[src/rtl/txpsr_pkg.sv]
// constants and types for the transmitter power and synthesizer override bank
package txpsr_pkg;

	// ------------------------------------------------------------------
	// register indices; byte address is four times the index
	// ------------------------------------------------------------------
	localparam logic [7:0] IDX_STRENGTH = 8'h1C;
	localparam logic [7:0] IDX_SLEEP = 8'h20;
	localparam logic [7:0] IDX_FORCED_VALUES = 8'h21;
	localparam logic [7:0] IDX_LOOP_ARRAY = 8'h22;
	localparam logic [7:0] IDX_OSC_CAL = 8'h23;
	localparam logic [7:0] IDX_MODE = 8'h30;
	localparam logic [7:0] IDX_CAL_STATUS = 8'h31;

	// ------------------------------------------------------------------
	// reset values
	// ------------------------------------------------------------------
	localparam logic [7:0] RST_STRENGTH = 8'h0F;
	localparam logic [7:0] RST_SLEEP = 8'h00;
	localparam logic [7:0] RST_FORCED_VALUES = 8'h4D;
	localparam logic [7:0] RST_LOOP_ARRAY = 8'h10;
	localparam logic [7:0] RST_OSC_CAL = 8'h06;
	localparam logic [7:0] RST_MODE = 8'h00;

	// ------------------------------------------------------------------
	// field positions
	// ------------------------------------------------------------------
	localparam int HIGH_MSB = 7;
	localparam int HIGH_LSB = 4;
	localparam int LOW_MSB = 3;
	localparam int LOW_LSB = 0;
	localparam int AMP_SLEEP_BIT = 7;
	localparam int OSC_SLEEP_BIT = 6;
	localparam int DIV_SLEEP_BIT = 5;
	localparam int PUMP_SLEEP_BIT = 4;
	localparam logic [7:0] SLEEP_WMASK = 8'hF0;
	localparam int DAC_MSB = 7;
	localparam int DAC_LSB = 4;
	localparam int PUMP_MSB = 3;
	localparam int PUMP_LSB = 0;
	localparam int LOOP_OPEN_BIT = 7;
	localparam int PUMP_FORCE_BIT = 6;
	localparam int ARRAY_FORCE_BIT = 5;
	localparam int ARRAY_MSB = 4;
	localparam int ARRAY_LSB = 0;
	localparam int MANUAL_BIT = 7;
	localparam int OSC_FORCE_BIT = 6;
	localparam int OSC_CUR_MSB = 5;
	localparam int OSC_CUR_LSB = 0;
	localparam int MODE_MSB = 1;
	localparam int MODE_LSB = 0;
	localparam logic [7:0] MODE_WMASK = 8'h03;
	localparam logic [1:0] SLEEP_MODE_BLOCKS = 2'h2;

	// ------------------------------------------------------------------
	// types
	// ------------------------------------------------------------------
	typedef struct packed {
		logic [7:0] output_stage_strength;
		logic [7:0] block_sleep_control;
		logic [7:0] pump_and_dac_forced_values;
		logic [7:0] loop_and_array_force;
		logic [7:0] osc_current_cal_control;
		logic [7:0] sleep_mode_reg;
	} txpsr_regs_t;

	typedef struct packed {
		logic [3:0] cal_dac;
		logic [3:0] pump_current;
		logic [4:0] osc_array;
		logic [5:0] osc_current;
	} txpsr_cal_t;

	typedef struct packed {
		logic [3:0] high_array_strength;
		logic [3:0] low_array_strength;
		logic amp_sleep;
		logic osc_sleep;
		logic divider_buffer_sleep;
		logic pump_sleep;
		logic loop_open;
		logic manual_cal;
		logic osc_cal_strobe;
		logic [3:0] cal_dac;
		logic [3:0] pump_current;
		logic [4:0] osc_array;
		logic [5:0] osc_current;
	} txpsr_ctrl_t;

endpackage : txpsr_pkg

[src/rtl/txpsr_cal_sampler.sv]
// comparator sampler driven by the software calibration strobe
`timescale 1ns/1ps
module txpsr_cal_sampler (
	input wire logic i_core_clk,
	input wire logic i_srst,
	input wire logic i_manual,
	input wire logic i_strobe,
	input wire logic i_comp,
	output logic o_sample_pulse,
	output logic o_last_comp,
	output logic [3:0] o_count
);

	logic strobe_prev;
	logic next_strobe_prev;
	logic next_last_comp;
	logic [3:0] next_count;

	// falling strobe while manual counts as one sample
	assign o_sample_pulse = i_manual & strobe_prev & ~i_strobe;

	// next sample state
	always_comb begin
		next_strobe_prev = i_strobe;
		next_last_comp = o_last_comp;
		next_count = o_count;
		if (o_sample_pulse) begin
			next_last_comp = i_comp;
			next_count = o_count + 4'h1;
		end
	end

	// sample registers
	always_ff @(posedge i_core_clk) begin
		if (i_srst) begin
			strobe_prev <= 1'b0;
			o_last_comp <= 1'b0;
			o_count <= 4'h0;
		end else begin
			strobe_prev <= next_strobe_prev;
			o_last_comp <= next_last_comp;
			o_count <= next_count;
		end
	end
endmodule : txpsr_cal_sampler

[src/rtl/txpsr_regs.sv]
// power, sleep and synthesizer override register bank with apb access
`timescale 1ns/1ps
module txpsr_regs (
	input wire logic i_core_clk,
	input wire logic i_srst,
	input wire logic i_psel,
	input wire logic i_penable,
	input wire logic i_pwrite,
	input wire logic [7:0] i_paddr,
	input wire logic [31:0] i_pwdata,
	input wire logic [3:0] i_pstrb,
	output logic [31:0] o_prdata,
	output logic o_pready,
	output logic o_pslverr,
	input wire txpsr_pkg::txpsr_cal_t i_cal,
	input wire logic i_cal_comp,
	output txpsr_pkg::txpsr_ctrl_t o_ctrl
);

	// ------------------------------------------------------------------
	// state
	// ------------------------------------------------------------------
	txpsr_pkg::txpsr_regs_t regs;
	txpsr_pkg::txpsr_regs_t next_regs;
	txpsr_pkg::txpsr_ctrl_t next_ctrl;
	logic [31:0] next_prdata;
	logic [7:0] rd_byte;
	logic [7:0] idx;
	logic aligned;
	logic hit;
	logic setup;
	logic access;
	logic wr_en;
	logic sample_pulse;
	logic last_comp;
	logic [3:0] sample_count;
	logic manual;
	logic osc_force;

	// ------------------------------------------------------------------
	// address decode
	// ------------------------------------------------------------------
	assign idx = {2'h0, i_paddr[7:2]};
	assign aligned = (i_paddr[1:0] == 2'h0);
	assign setup = i_psel & ~i_penable;
	assign access = i_psel & i_penable;

	// known indices; anything else answers with an error
	always_comb begin
		hit = 1'b0;
		if (aligned) begin
			unique case (idx)
				txpsr_pkg::IDX_STRENGTH,
				txpsr_pkg::IDX_SLEEP,
				txpsr_pkg::IDX_FORCED_VALUES,
				txpsr_pkg::IDX_LOOP_ARRAY,
				txpsr_pkg::IDX_OSC_CAL,
				txpsr_pkg::IDX_MODE,
				txpsr_pkg::IDX_CAL_STATUS: begin
					hit = 1'b1;
				end
				default: hit = 1'b0;
			endcase
		end
	end

	// zero wait states: read data are loaded during the setup cycle
	assign o_pready = 1'b1;
	assign o_pslverr = access & ~hit;
	// only byte lane 0 carries register data
	assign wr_en = access & i_pwrite & hit & i_pstrb[0];

	// ------------------------------------------------------------------
	// register file
	// ------------------------------------------------------------------
	// write decode; status index is read only
	always_comb begin
		next_regs = regs;
		if (wr_en) begin
			unique case (idx)
				txpsr_pkg::IDX_STRENGTH: begin
					// both nibbles stored as written
					next_regs.output_stage_strength = i_pwdata[7:0];
				end
				txpsr_pkg::IDX_SLEEP: begin
					// reserved low bits never stored
					next_regs.block_sleep_control =
						i_pwdata[7:0] & txpsr_pkg::SLEEP_WMASK;
				end
				txpsr_pkg::IDX_FORCED_VALUES: begin
					next_regs.pump_and_dac_forced_values = i_pwdata[7:0];
				end
				txpsr_pkg::IDX_LOOP_ARRAY: begin
					next_regs.loop_and_array_force = i_pwdata[7:0];
				end
				txpsr_pkg::IDX_OSC_CAL: begin
					// force bit doubles as the strobe
					next_regs.osc_current_cal_control = i_pwdata[7:0];
				end
				txpsr_pkg::IDX_MODE: begin
					next_regs.sleep_mode_reg =
						i_pwdata[7:0] & txpsr_pkg::MODE_WMASK;
				end
				default: next_regs = regs;
			endcase
		end
	end

	// registers with their defaults
	always_ff @(posedge i_core_clk) begin
		if (i_srst) begin
			regs.output_stage_strength <= txpsr_pkg::RST_STRENGTH;
			regs.block_sleep_control <= txpsr_pkg::RST_SLEEP;
			regs.pump_and_dac_forced_values <=
				txpsr_pkg::RST_FORCED_VALUES;
			regs.loop_and_array_force <= txpsr_pkg::RST_LOOP_ARRAY;
			regs.osc_current_cal_control <= txpsr_pkg::RST_OSC_CAL;
			regs.sleep_mode_reg <= txpsr_pkg::RST_MODE;
		end else begin
			regs <= next_regs;
		end
	end

	// ------------------------------------------------------------------
	// read path
	// ------------------------------------------------------------------
	// byte for the addressed index, zero when unmapped
	always_comb begin
		rd_byte = 8'h00;
		if (aligned) begin
			unique case (idx)
				txpsr_pkg::IDX_STRENGTH: rd_byte = regs.output_stage_strength;
				txpsr_pkg::IDX_SLEEP: begin
					rd_byte = regs.block_sleep_control;
				end
				txpsr_pkg::IDX_FORCED_VALUES: begin
					rd_byte = regs.pump_and_dac_forced_values;
				end
				txpsr_pkg::IDX_LOOP_ARRAY: rd_byte = regs.loop_and_array_force;
				txpsr_pkg::IDX_OSC_CAL: rd_byte = regs.osc_current_cal_control;
				txpsr_pkg::IDX_MODE: rd_byte = regs.sleep_mode_reg;
				txpsr_pkg::IDX_CAL_STATUS: begin
					rd_byte = {sample_count, 3'h0, last_comp};
				end
				default: rd_byte = 8'h00;
			endcase
		end
	end

	// capture in setup so prdata is a flop yet needs no wait state
	always_comb begin
		next_prdata = o_prdata;
		if (setup) begin
			next_prdata = {24'h000000, rd_byte};
		end
	end

	always_ff @(posedge i_core_clk) begin
		if (i_srst) begin
			o_prdata <= 32'h00000000;
		end else begin
			o_prdata <= next_prdata;
		end
	end

	// ------------------------------------------------------------------
	// manual calibration strobe sampler
	// ------------------------------------------------------------------
	assign manual = regs.osc_current_cal_control[txpsr_pkg::MANUAL_BIT];
	assign osc_force = regs.osc_current_cal_control[txpsr_pkg::OSC_FORCE_BIT];

	txpsr_cal_sampler u_sampler (
		.i_core_clk(i_core_clk),
		.i_srst(i_srst),
		.i_manual(manual),
		.i_strobe(osc_force),
		.i_comp(i_cal_comp),
		.o_sample_pulse(sample_pulse),
		.o_last_comp(last_comp),
		.o_count(sample_count)
	);

	// ------------------------------------------------------------------
	// analog control outputs
	// ------------------------------------------------------------------
	// one cycle behind the registers; analog settles far slower anyway
	always_comb begin
		next_ctrl.high_array_strength = regs.output_stage_strength
			[txpsr_pkg::HIGH_MSB:txpsr_pkg::HIGH_LSB];
		next_ctrl.low_array_strength = regs.output_stage_strength
			[txpsr_pkg::LOW_MSB:txpsr_pkg::LOW_LSB];
		next_ctrl.amp_sleep = (regs.sleep_mode_reg[1:0] ==
			txpsr_pkg::SLEEP_MODE_BLOCKS) &&
			regs.block_sleep_control[txpsr_pkg::AMP_SLEEP_BIT];
		next_ctrl.osc_sleep = (regs.sleep_mode_reg[1:0] ==
			txpsr_pkg::SLEEP_MODE_BLOCKS) &&
			regs.block_sleep_control[txpsr_pkg::OSC_SLEEP_BIT];
		next_ctrl.divider_buffer_sleep = (regs.sleep_mode_reg[1:0] ==
			txpsr_pkg::SLEEP_MODE_BLOCKS) &&
			regs.block_sleep_control[txpsr_pkg::DIV_SLEEP_BIT];
		next_ctrl.pump_sleep = (regs.sleep_mode_reg[1:0] ==
			txpsr_pkg::SLEEP_MODE_BLOCKS) &&
			regs.block_sleep_control[txpsr_pkg::PUMP_SLEEP_BIT];
		next_ctrl.loop_open =
			regs.loop_and_array_force[txpsr_pkg::LOOP_OPEN_BIT];
		next_ctrl.cal_dac = next_ctrl.loop_open ?
			regs.pump_and_dac_forced_values
			[txpsr_pkg::DAC_MSB:txpsr_pkg::DAC_LSB] :
			i_cal.cal_dac;
		next_ctrl.pump_current =
			regs.loop_and_array_force[txpsr_pkg::PUMP_FORCE_BIT] ?
			regs.pump_and_dac_forced_values
			[txpsr_pkg::PUMP_MSB:txpsr_pkg::PUMP_LSB] :
			i_cal.pump_current;
		next_ctrl.osc_array =
			regs.loop_and_array_force[txpsr_pkg::ARRAY_FORCE_BIT] ?
			regs.loop_and_array_force
			[txpsr_pkg::ARRAY_MSB:txpsr_pkg::ARRAY_LSB] :
			i_cal.osc_array;
		next_ctrl.manual_cal = manual;
		// in manual mode the force bit is a strobe, not a selector
		next_ctrl.osc_cal_strobe = manual & osc_force;
		next_ctrl.osc_current = (!manual && osc_force) ?
			regs.osc_current_cal_control
			[txpsr_pkg::OSC_CUR_MSB:txpsr_pkg::OSC_CUR_LSB] :
			i_cal.osc_current;
	end

	always_ff @(posedge i_core_clk) begin
		if (i_srst) begin
			o_ctrl <= '0;
		end else begin
			o_ctrl <= next_ctrl;
		end
	end
endmodule : txpsr_regs

[config.mk]
export PLATFORM = sky130hd
export DESIGN_NAME = txpsr_regs
export DESIGN_NICKNAME = d
export VERILOG_FILES = /design/src/rtl/txpsr_pkg.sv /design/src/rtl/txpsr_cal_sampler.sv /design/src/rtl/txpsr_regs.sv
export SDC_FILE = /design/constraint.sdc
export NUM_CORES = 1
export LEC_CHECK = 0
export BUFFER_PORTS_ARGS = -buffer_cell sky130_fd_sc_hd__buf_2
export CORE_UTILIZATION = 40
export DETAILED_ROUTE_END_ITERATION = 10
export GPL_TIMING_DRIVEN = 0
export PLACE_DENSITY = 0.7
export SLEW_MARGIN = 0
export SYNTH_ARGS = -nofsm -noshare
export SYNTH_HDL_FRONTEND = slang
export SYNTH_SLANG_ARGS = --single-unit
[constraint.sdc]
create_clock -name i_core_clk -period 1.5 [get_ports i_core_clk]
set_input_delay 0.3 -clock i_core_clk [delete_from_list [all_inputs] [get_ports i_core_clk]]
set_output_delay 0.3 -clock i_core_clk [all_outputs]
set_load 0.02 [all_outputs]
## Word-level counts from Yosys, hierarchy flattened

Index checks and enable logic that the tools add are counted.

- Word-level logic and storage cells: 66
- Bits in writable memories: 0
- Input port bits: 69
- Memories kept: 0
- ROM bits: 0
- Flip-flop bits (word level): 86
- Output and inout bits: 68
- Latch bits: 0

- Add/sub/neg operators: 1
- Divide/modulo/power cells: 0
- Multiplexer cells: 8
- Order comparisons: 0
- Eq/ne operators: 8
- Shifts and indexed selects: 0
- $mul: 0
- Bitwise logic cells: 12
- Reduce and logical (&&, ||, !) cells: 14

Operators by type and width:

| operator | count |
|---|---|
| 8-bit case mux with 7 select lines | 1 |
| 6-bit equality test (second input constant) | 6 |
| 2-bit AND reduction | 6 |
| 1-bit AND | 9 |
| 4-bit two-way mux | 2 |
| 8-bit two-way mux | 1 |
| 7-bit OR reduction | 1 |
| 6-bit by 5-bit equality test with 1-bit output (second input constant) | 1 |
| 6-bit two-way mux | 1 |
| 1-bit logical AND | 5 |
| 5-bit two-way mux | 1 |
| 4-bit by 1-bit adder with 4-bit output (second input constant) | 1 |
| 1-bit NOT | 3 |
| 2-bit equality test (second input constant) | 1 |
| 2-bit logical NOT | 1 |
| 1-bit two-way mux | 2 |
| 1-bit logical NOT | 1 |

## Logic depth before layout (Yosys ltp)

- Word-level depth: 7
- Mapped depth: 8
- Gate-level depth less buffers: 5

## Modules after synthesis

Synthesis repeated with hierarchy kept, for this count alone.

- Cell total of the unflattened synthesis: 389
- Area, all modules: 3758.6 um^2

Modules (own cells, without submodules):

| module | cells an instance | seq. area each (um^2) | times used | area each (um^2) |
|---|---|---|---|---|
| txpsr_regs | 366 | 1601.5 | 1 | 3513.4 |
| txpsr_cal_sampler | 23 | 120.1 | 1 | 245.2 |

## Worst setup path after synthesis

No wires, ideal clock.

- Kind: input to output
- From: input port i_paddr[2]
- To: output port o_pslverr
- Data arrival time: 1181 ps
- Slack: 19 ps
- Path buffers: 1
- Required time: 1200 ps
- Stages: 5
- Cell sequence: buf_2 > nor2_1 > a211oi_1 > nor3_2 > nor2_1

- Cells in the longest elaborated chain, start to end: 6
- Elaborated cells between the ends (all ways): 12
- Those cells by class: eq/ne: 7; mux: 2; bitwise: 2; reduce/logical: 1

Ends and longest elaborated chain:

| item | RTL line | text |
|---|---|---|
| from (decl) | txpsr_regs.sv:9 | `input wire logic [7:0] i_paddr,` |
| 6-bit equality test or 6-bit by 5-bit equality test with 1-bit output (tied branches) | txpsr_regs.sv:52 | `unique case (idx)` |
| 7-bit OR reduction (*) | txpsr_regs.sv:52 |  |
| 1-bit two-way mux (*) | txpsr_regs.sv:52 |  |
| 1-bit two-way mux (*) | txpsr_regs.sv:51 | `if (aligned) begin` |
| 1-bit NOT (*) | txpsr_regs.sv:69 | `assign o_pslverr = access & ~hit;` |
| 1-bit AND (*) | txpsr_regs.sv:69 |  |
| to (decl) | txpsr_regs.sv:14 | `output logic o_pslverr,` |

Mark *: on every way between the ends. The rest lies on a longest branch, timed or not.

## Worst setup path after layout

- From: input port i_paddr[6]
- To: output port o_pslverr

The elaborated chain is that of the path after synthesis.

==> Flow_metrics.wiki <==
{| class="wikitable"
! Metric !! Value
|-
| Leftover overflow at the end of global routing || 0
|-
| Non-Filler Instances || 609
|-
| Compound-Gate Fraction of Synth Area || 6.52%
|-
| Largest clock skew in the final design || 0.0121 ns
|-
| Crit Path Class || input pin to output pin
|-
| Flip-flop and latch count after synthesis || 86
|-
| CTS tree || done
|-
| Max Clk Rate || 620 MHz
|-
| Global-route total usage across every layer || 19.3%
|-
| Cells taking the most area after synthesis || sky130_fd_sc_hd__dfxtp_1, sky130_fd_sc_hd__mux2i_1, sky130_fd_sc_hd__buf_4
|-
| Yosys warns || 0
|-
| Global-route wire length before repair || 14,100 microns
|-
| Total DRC errors in the routed layout || 0
|-
| Worst-skew pair later-pin latency || 0.35 ns
|-
| Worst Setup EP || o_pslverr
|-
| Total vias in the final route || 2,922
|-
| Violated checks || negative setup slack
|-
| Largest net degree at the start of global routing || 14
|-
| Placed cell area || 4240 sq um
|-
| Final worst path period share || 107%
|-
| DP Wirelength || 6570 microns
|-
| Total of buffers placed on input and output ports || 83
|-
| DP Cell Count || 589
|-
| Simple-Gate Fraction of Synth Area || 21.4%
|-
| Transition time of the tightest slew-check pin || 0.593 ns
|-
| Unrepaired setup endpoints after global routing || yes
|-
| Area growth from synthesis to layout || 24.9%
|-
| Gpl congestion || 0.840
|-
| Critical path launch point || i_paddr[6]
|-
| Crit Path Max Fanout || 3
|-
| Design area || 4500 sq um
|-
| Leading cell type by number of instances after synthesis || sky130_fd_sc_hd__dfxtp_1
|-
| Multiplexer area fraction after synthesis || 14.4%
|-
| Element type at the critical path start || input pin
|-
| Share of post-route cells with drive strength above 1 || 30.9%
|-
| Register-to-register setup slack || 0.07 ns
|-
| CP arrival || 1.31 ns
|-
| I/O pins || 137
|-
| Number of sinks on the clock net || 86
|-
| Critical path capture point type || output pin
|-
| CTS H-Tree Depth || 3
|-
| Leading cell types by count after synthesis || sky130_fd_sc_hd__dfxtp_1, sky130_fd_sc_hd__nor2_1, sky130_fd_sc_hd__mux2i_1
|-
| Static leakage || 2.09 nW
|-
| Chip Height || 97.0 microns
|-
| Critical path data required time || 1.20 ns
|-
| Vias per cell || 4.80
|-
| Final critical delay including setup and external delays || 1.61 ns
|-
| Final setup violation count || 1
|-
| PD cells || 925 nW/um^2
|-
| Total die area || 9400 sq um
|-
| Hold WS || 0.182 ns
|-
| Top cell type by total area after synthesis || sky130_fd_sc_hd__dfxtp_1
|-
| DR WL/cell || 14.3 microns
|-
| Hold crit path type || input pin to flip-flop
|-
| Overall routed net length || 8730 microns
|-
| Drt first pass iters || 4
|-
| Final-report max-slew violation count || 0
|-
| Cell count after synthesis || 375
|-
| Post-DRT Antenna Nets || 0
|-
| Initial cell density of the core || 41.4%
|-
| Xor and xnor area share after synthesis || 0.728%
|-
| Most frequently used flop master after synthesis || sky130_fd_sc_hd__dfxtp_1
|-
| Detailed router's first-iteration violation count || 208
|-
| Clock transition at the register clock pins on the worst setup and hold paths after CTS || 0.09 ns
|-
| Worst IR Drop VDD || 0.700 mV
|-
| Worst reg2reg startpoint || regs[20]
|-
| Number of endpoints with negative hold slack in the final report || 0
|-
| Capture instance of the worst register-to-register path || o_prdata[4]
|-
| Proportion of synthesized chip area in sequential cells || 47.7%
|-
| Initial antenna violation count || 0
|-
| Number of global-route vias before repair || 2,847
|-
| Count of antenna diodes in the layout || 0
|-
| EDFF count, synth || 0
|-
| Number of buffers inserted during clock tree synthesis || 9
|-
| Number of cells on the worst reg-to-reg path || 3
|-
| Tightest slew margin relative to the limit || 60.5%
|-
| Clock Tree Root || sky130_fd_sc_hd__clkbuf_8
|-
| Worst path setup slack after routing || -0.112 ns
|-
| Number of distinct standard cells referenced by the synthesized netlist || 43
|-
| Post-Synth Adder-Cell Area || 0.347%
|-
| Maximum clock insertion buffer count || 2
|-
| CORE AREA || 8720 sq um
|-
| Area share of the largest cell type after synthesis || 47.7%
|-
| Placement row count || 34
|-
| Syn_area_per_cell || 9.62 sq um
|-
| Net count, final || 566
|-
| Result of the run || complete, but fails checks
|-
| Fraction of synthesis flops using an asynchronous set or reset pin || 0%
|-
| Largest family of logic cells by synthesized area || simple AND/OR/NAND/NOR gates
|-
| Die width || 97.0 microns
|-
| Worst slack at placement || -0.495 ns
|-
| Final core area utilization || 51.6%
|-
| Total standard cell area after synthesis || 3610 sq um
|-
| Cell depth of the worst hold path || 3
|-
| Number of maximum-capacitance violations || 0
|}
-- how the worst min path moves through the flow --
| stage | slack (ns) | to | start |
|---|---|---|---|
| 2_1_floorplan | 0.38 | o_ctrl[33] | i_srst |
| 3_3_place_gp | 0.44 | o_prdata[4] | o_prdata[4] |
| 3_5_place_dp | 0.44 | o_prdata[5] | o_prdata[5] |
| 4_1_cts | 0.17 | o_ctrl[7] | i_cal[7] |
| 5_1_grt | 0.18 | o_ctrl[3] | i_cal[3] |
| 6_report | 0.18 | o_ctrl[7] | i_cal[7] |
-- flip-flops by register name, indices dropped and copies added (netlist names) --
register and count:
u_sampler.o_last_comp 1, regs 27, o_prdata 8, u_sampler.strobe_prev 1
next_ctrl 9, manual 1, osc_force 1, u_sampler.o_count 4
o_ctrl 34
-- worst max-delay path, stage by stage --
cell and delay (ns):
sky130_fd_sc_hd__buf_2 0.13, sky130_fd_sc_hd__nor4b_4 0.34, sky130_fd_sc_hd__buf_6 0.15, sky130_fd_sc_hd__a211oi_2 0.04, sky130_fd_sc_hd__nor3_2 0.14, sky130_fd_sc_hd__nor2_1 0.06, sky130_fd_sc_hd__buf_2 0.15
-- per-stage QoR --
step / TNS [ns] / power [mW]
after floorplan: 0 / 2.64
after global placement: -16.85 / 2.78
after detailed placement: -18.78 / 2.79
after CTS: -0.0912 / 4.21
after global routing: -0.159 / 4.34
final: -0.112 / 4.17
-- metal layers --
layer	GRT usage [%]	share of wire, %
met5	0	0
met3	3.76	7.6
met1	24.9	43
met4	8.73	1.9
met2	31.3	48
-- layout by cell type, fill, tap and decap left out, types with 5 or more instances in the layout --
| cell | count |
|---|---|
| sky130_fd_sc_hd__nand3b_1 | 5 |
| sky130_fd_sc_hd__dfxtp_1 | 85 |
| sky130_fd_sc_hd__buf_2 | 89 |
| sky130_fd_sc_hd__clkbuf_1 | 11 |
| sky130_fd_sc_hd__a21oi_1 | 9 |
| sky130_fd_sc_hd__o21ai_0 | 8 |
| sky130_fd_sc_hd__nor2b_1 | 14 |
| sky130_fd_sc_hd__buf_6 | 5 |
| sky130_fd_sc_hd__nand2_1 | 38 |
| sky130_fd_sc_hd__nand2b_1 | 6 |
| sky130_fd_sc_hd__clkbuf_8 | 10 |
| sky130_fd_sc_hd__buf_4 | 29 |
| sky130_fd_sc_hd__nand3_1 | 10 |
| sky130_fd_sc_hd__and2_1 | 7 |
| sky130_fd_sc_hd__mux2i_1 | 43 |
| sky130_fd_sc_hd__conb_1 | 25 |
| sky130_fd_sc_hd__nor2_1 | 50 |
-- layout make-up --
class / instances / area (sq um)
fill: 834 / 4220
sequential: 86 / 1730
multi-input combinational: 260 / 1690
timing repair buffer: 88 / 457
buffer: 47 / 312
clock buffer: 13 / 149
tap: 108 / 135
clock inverter: 3 / 20.0
inverter: 4 / 15.0
-- power breakdown --
part           internal, mW  switching (mW)  total [mW]
sequential             2.31         0.00787        2.32
combinational         0.162           0.266       0.428
clock                 0.647           0.771        1.42
total                  3.12            1.04        4.17
-- logic make-up after synthesis --
| kind of cell | after synthesis |
|---|---|
| DFF | 86 |
| AOI/OAI and AO/OA | 35 |
| buffers and inverters | 52 |
| adders and majority gates | 1 |
| other | 2 |
| xor gates and xnor gates | 3 |
| and+or+nand+nor | 149 |
| muxes | 47 |
-- repair_timing --
item                       in CTS  in global routing
hold buffers                    0                  0
setup buffers                   2                  3
gates resized for setup         8                 12
pin swaps                       1                  2
setup endpoints to repair      22                 36
Note: power is estimated with default switching activity, not from simulation.
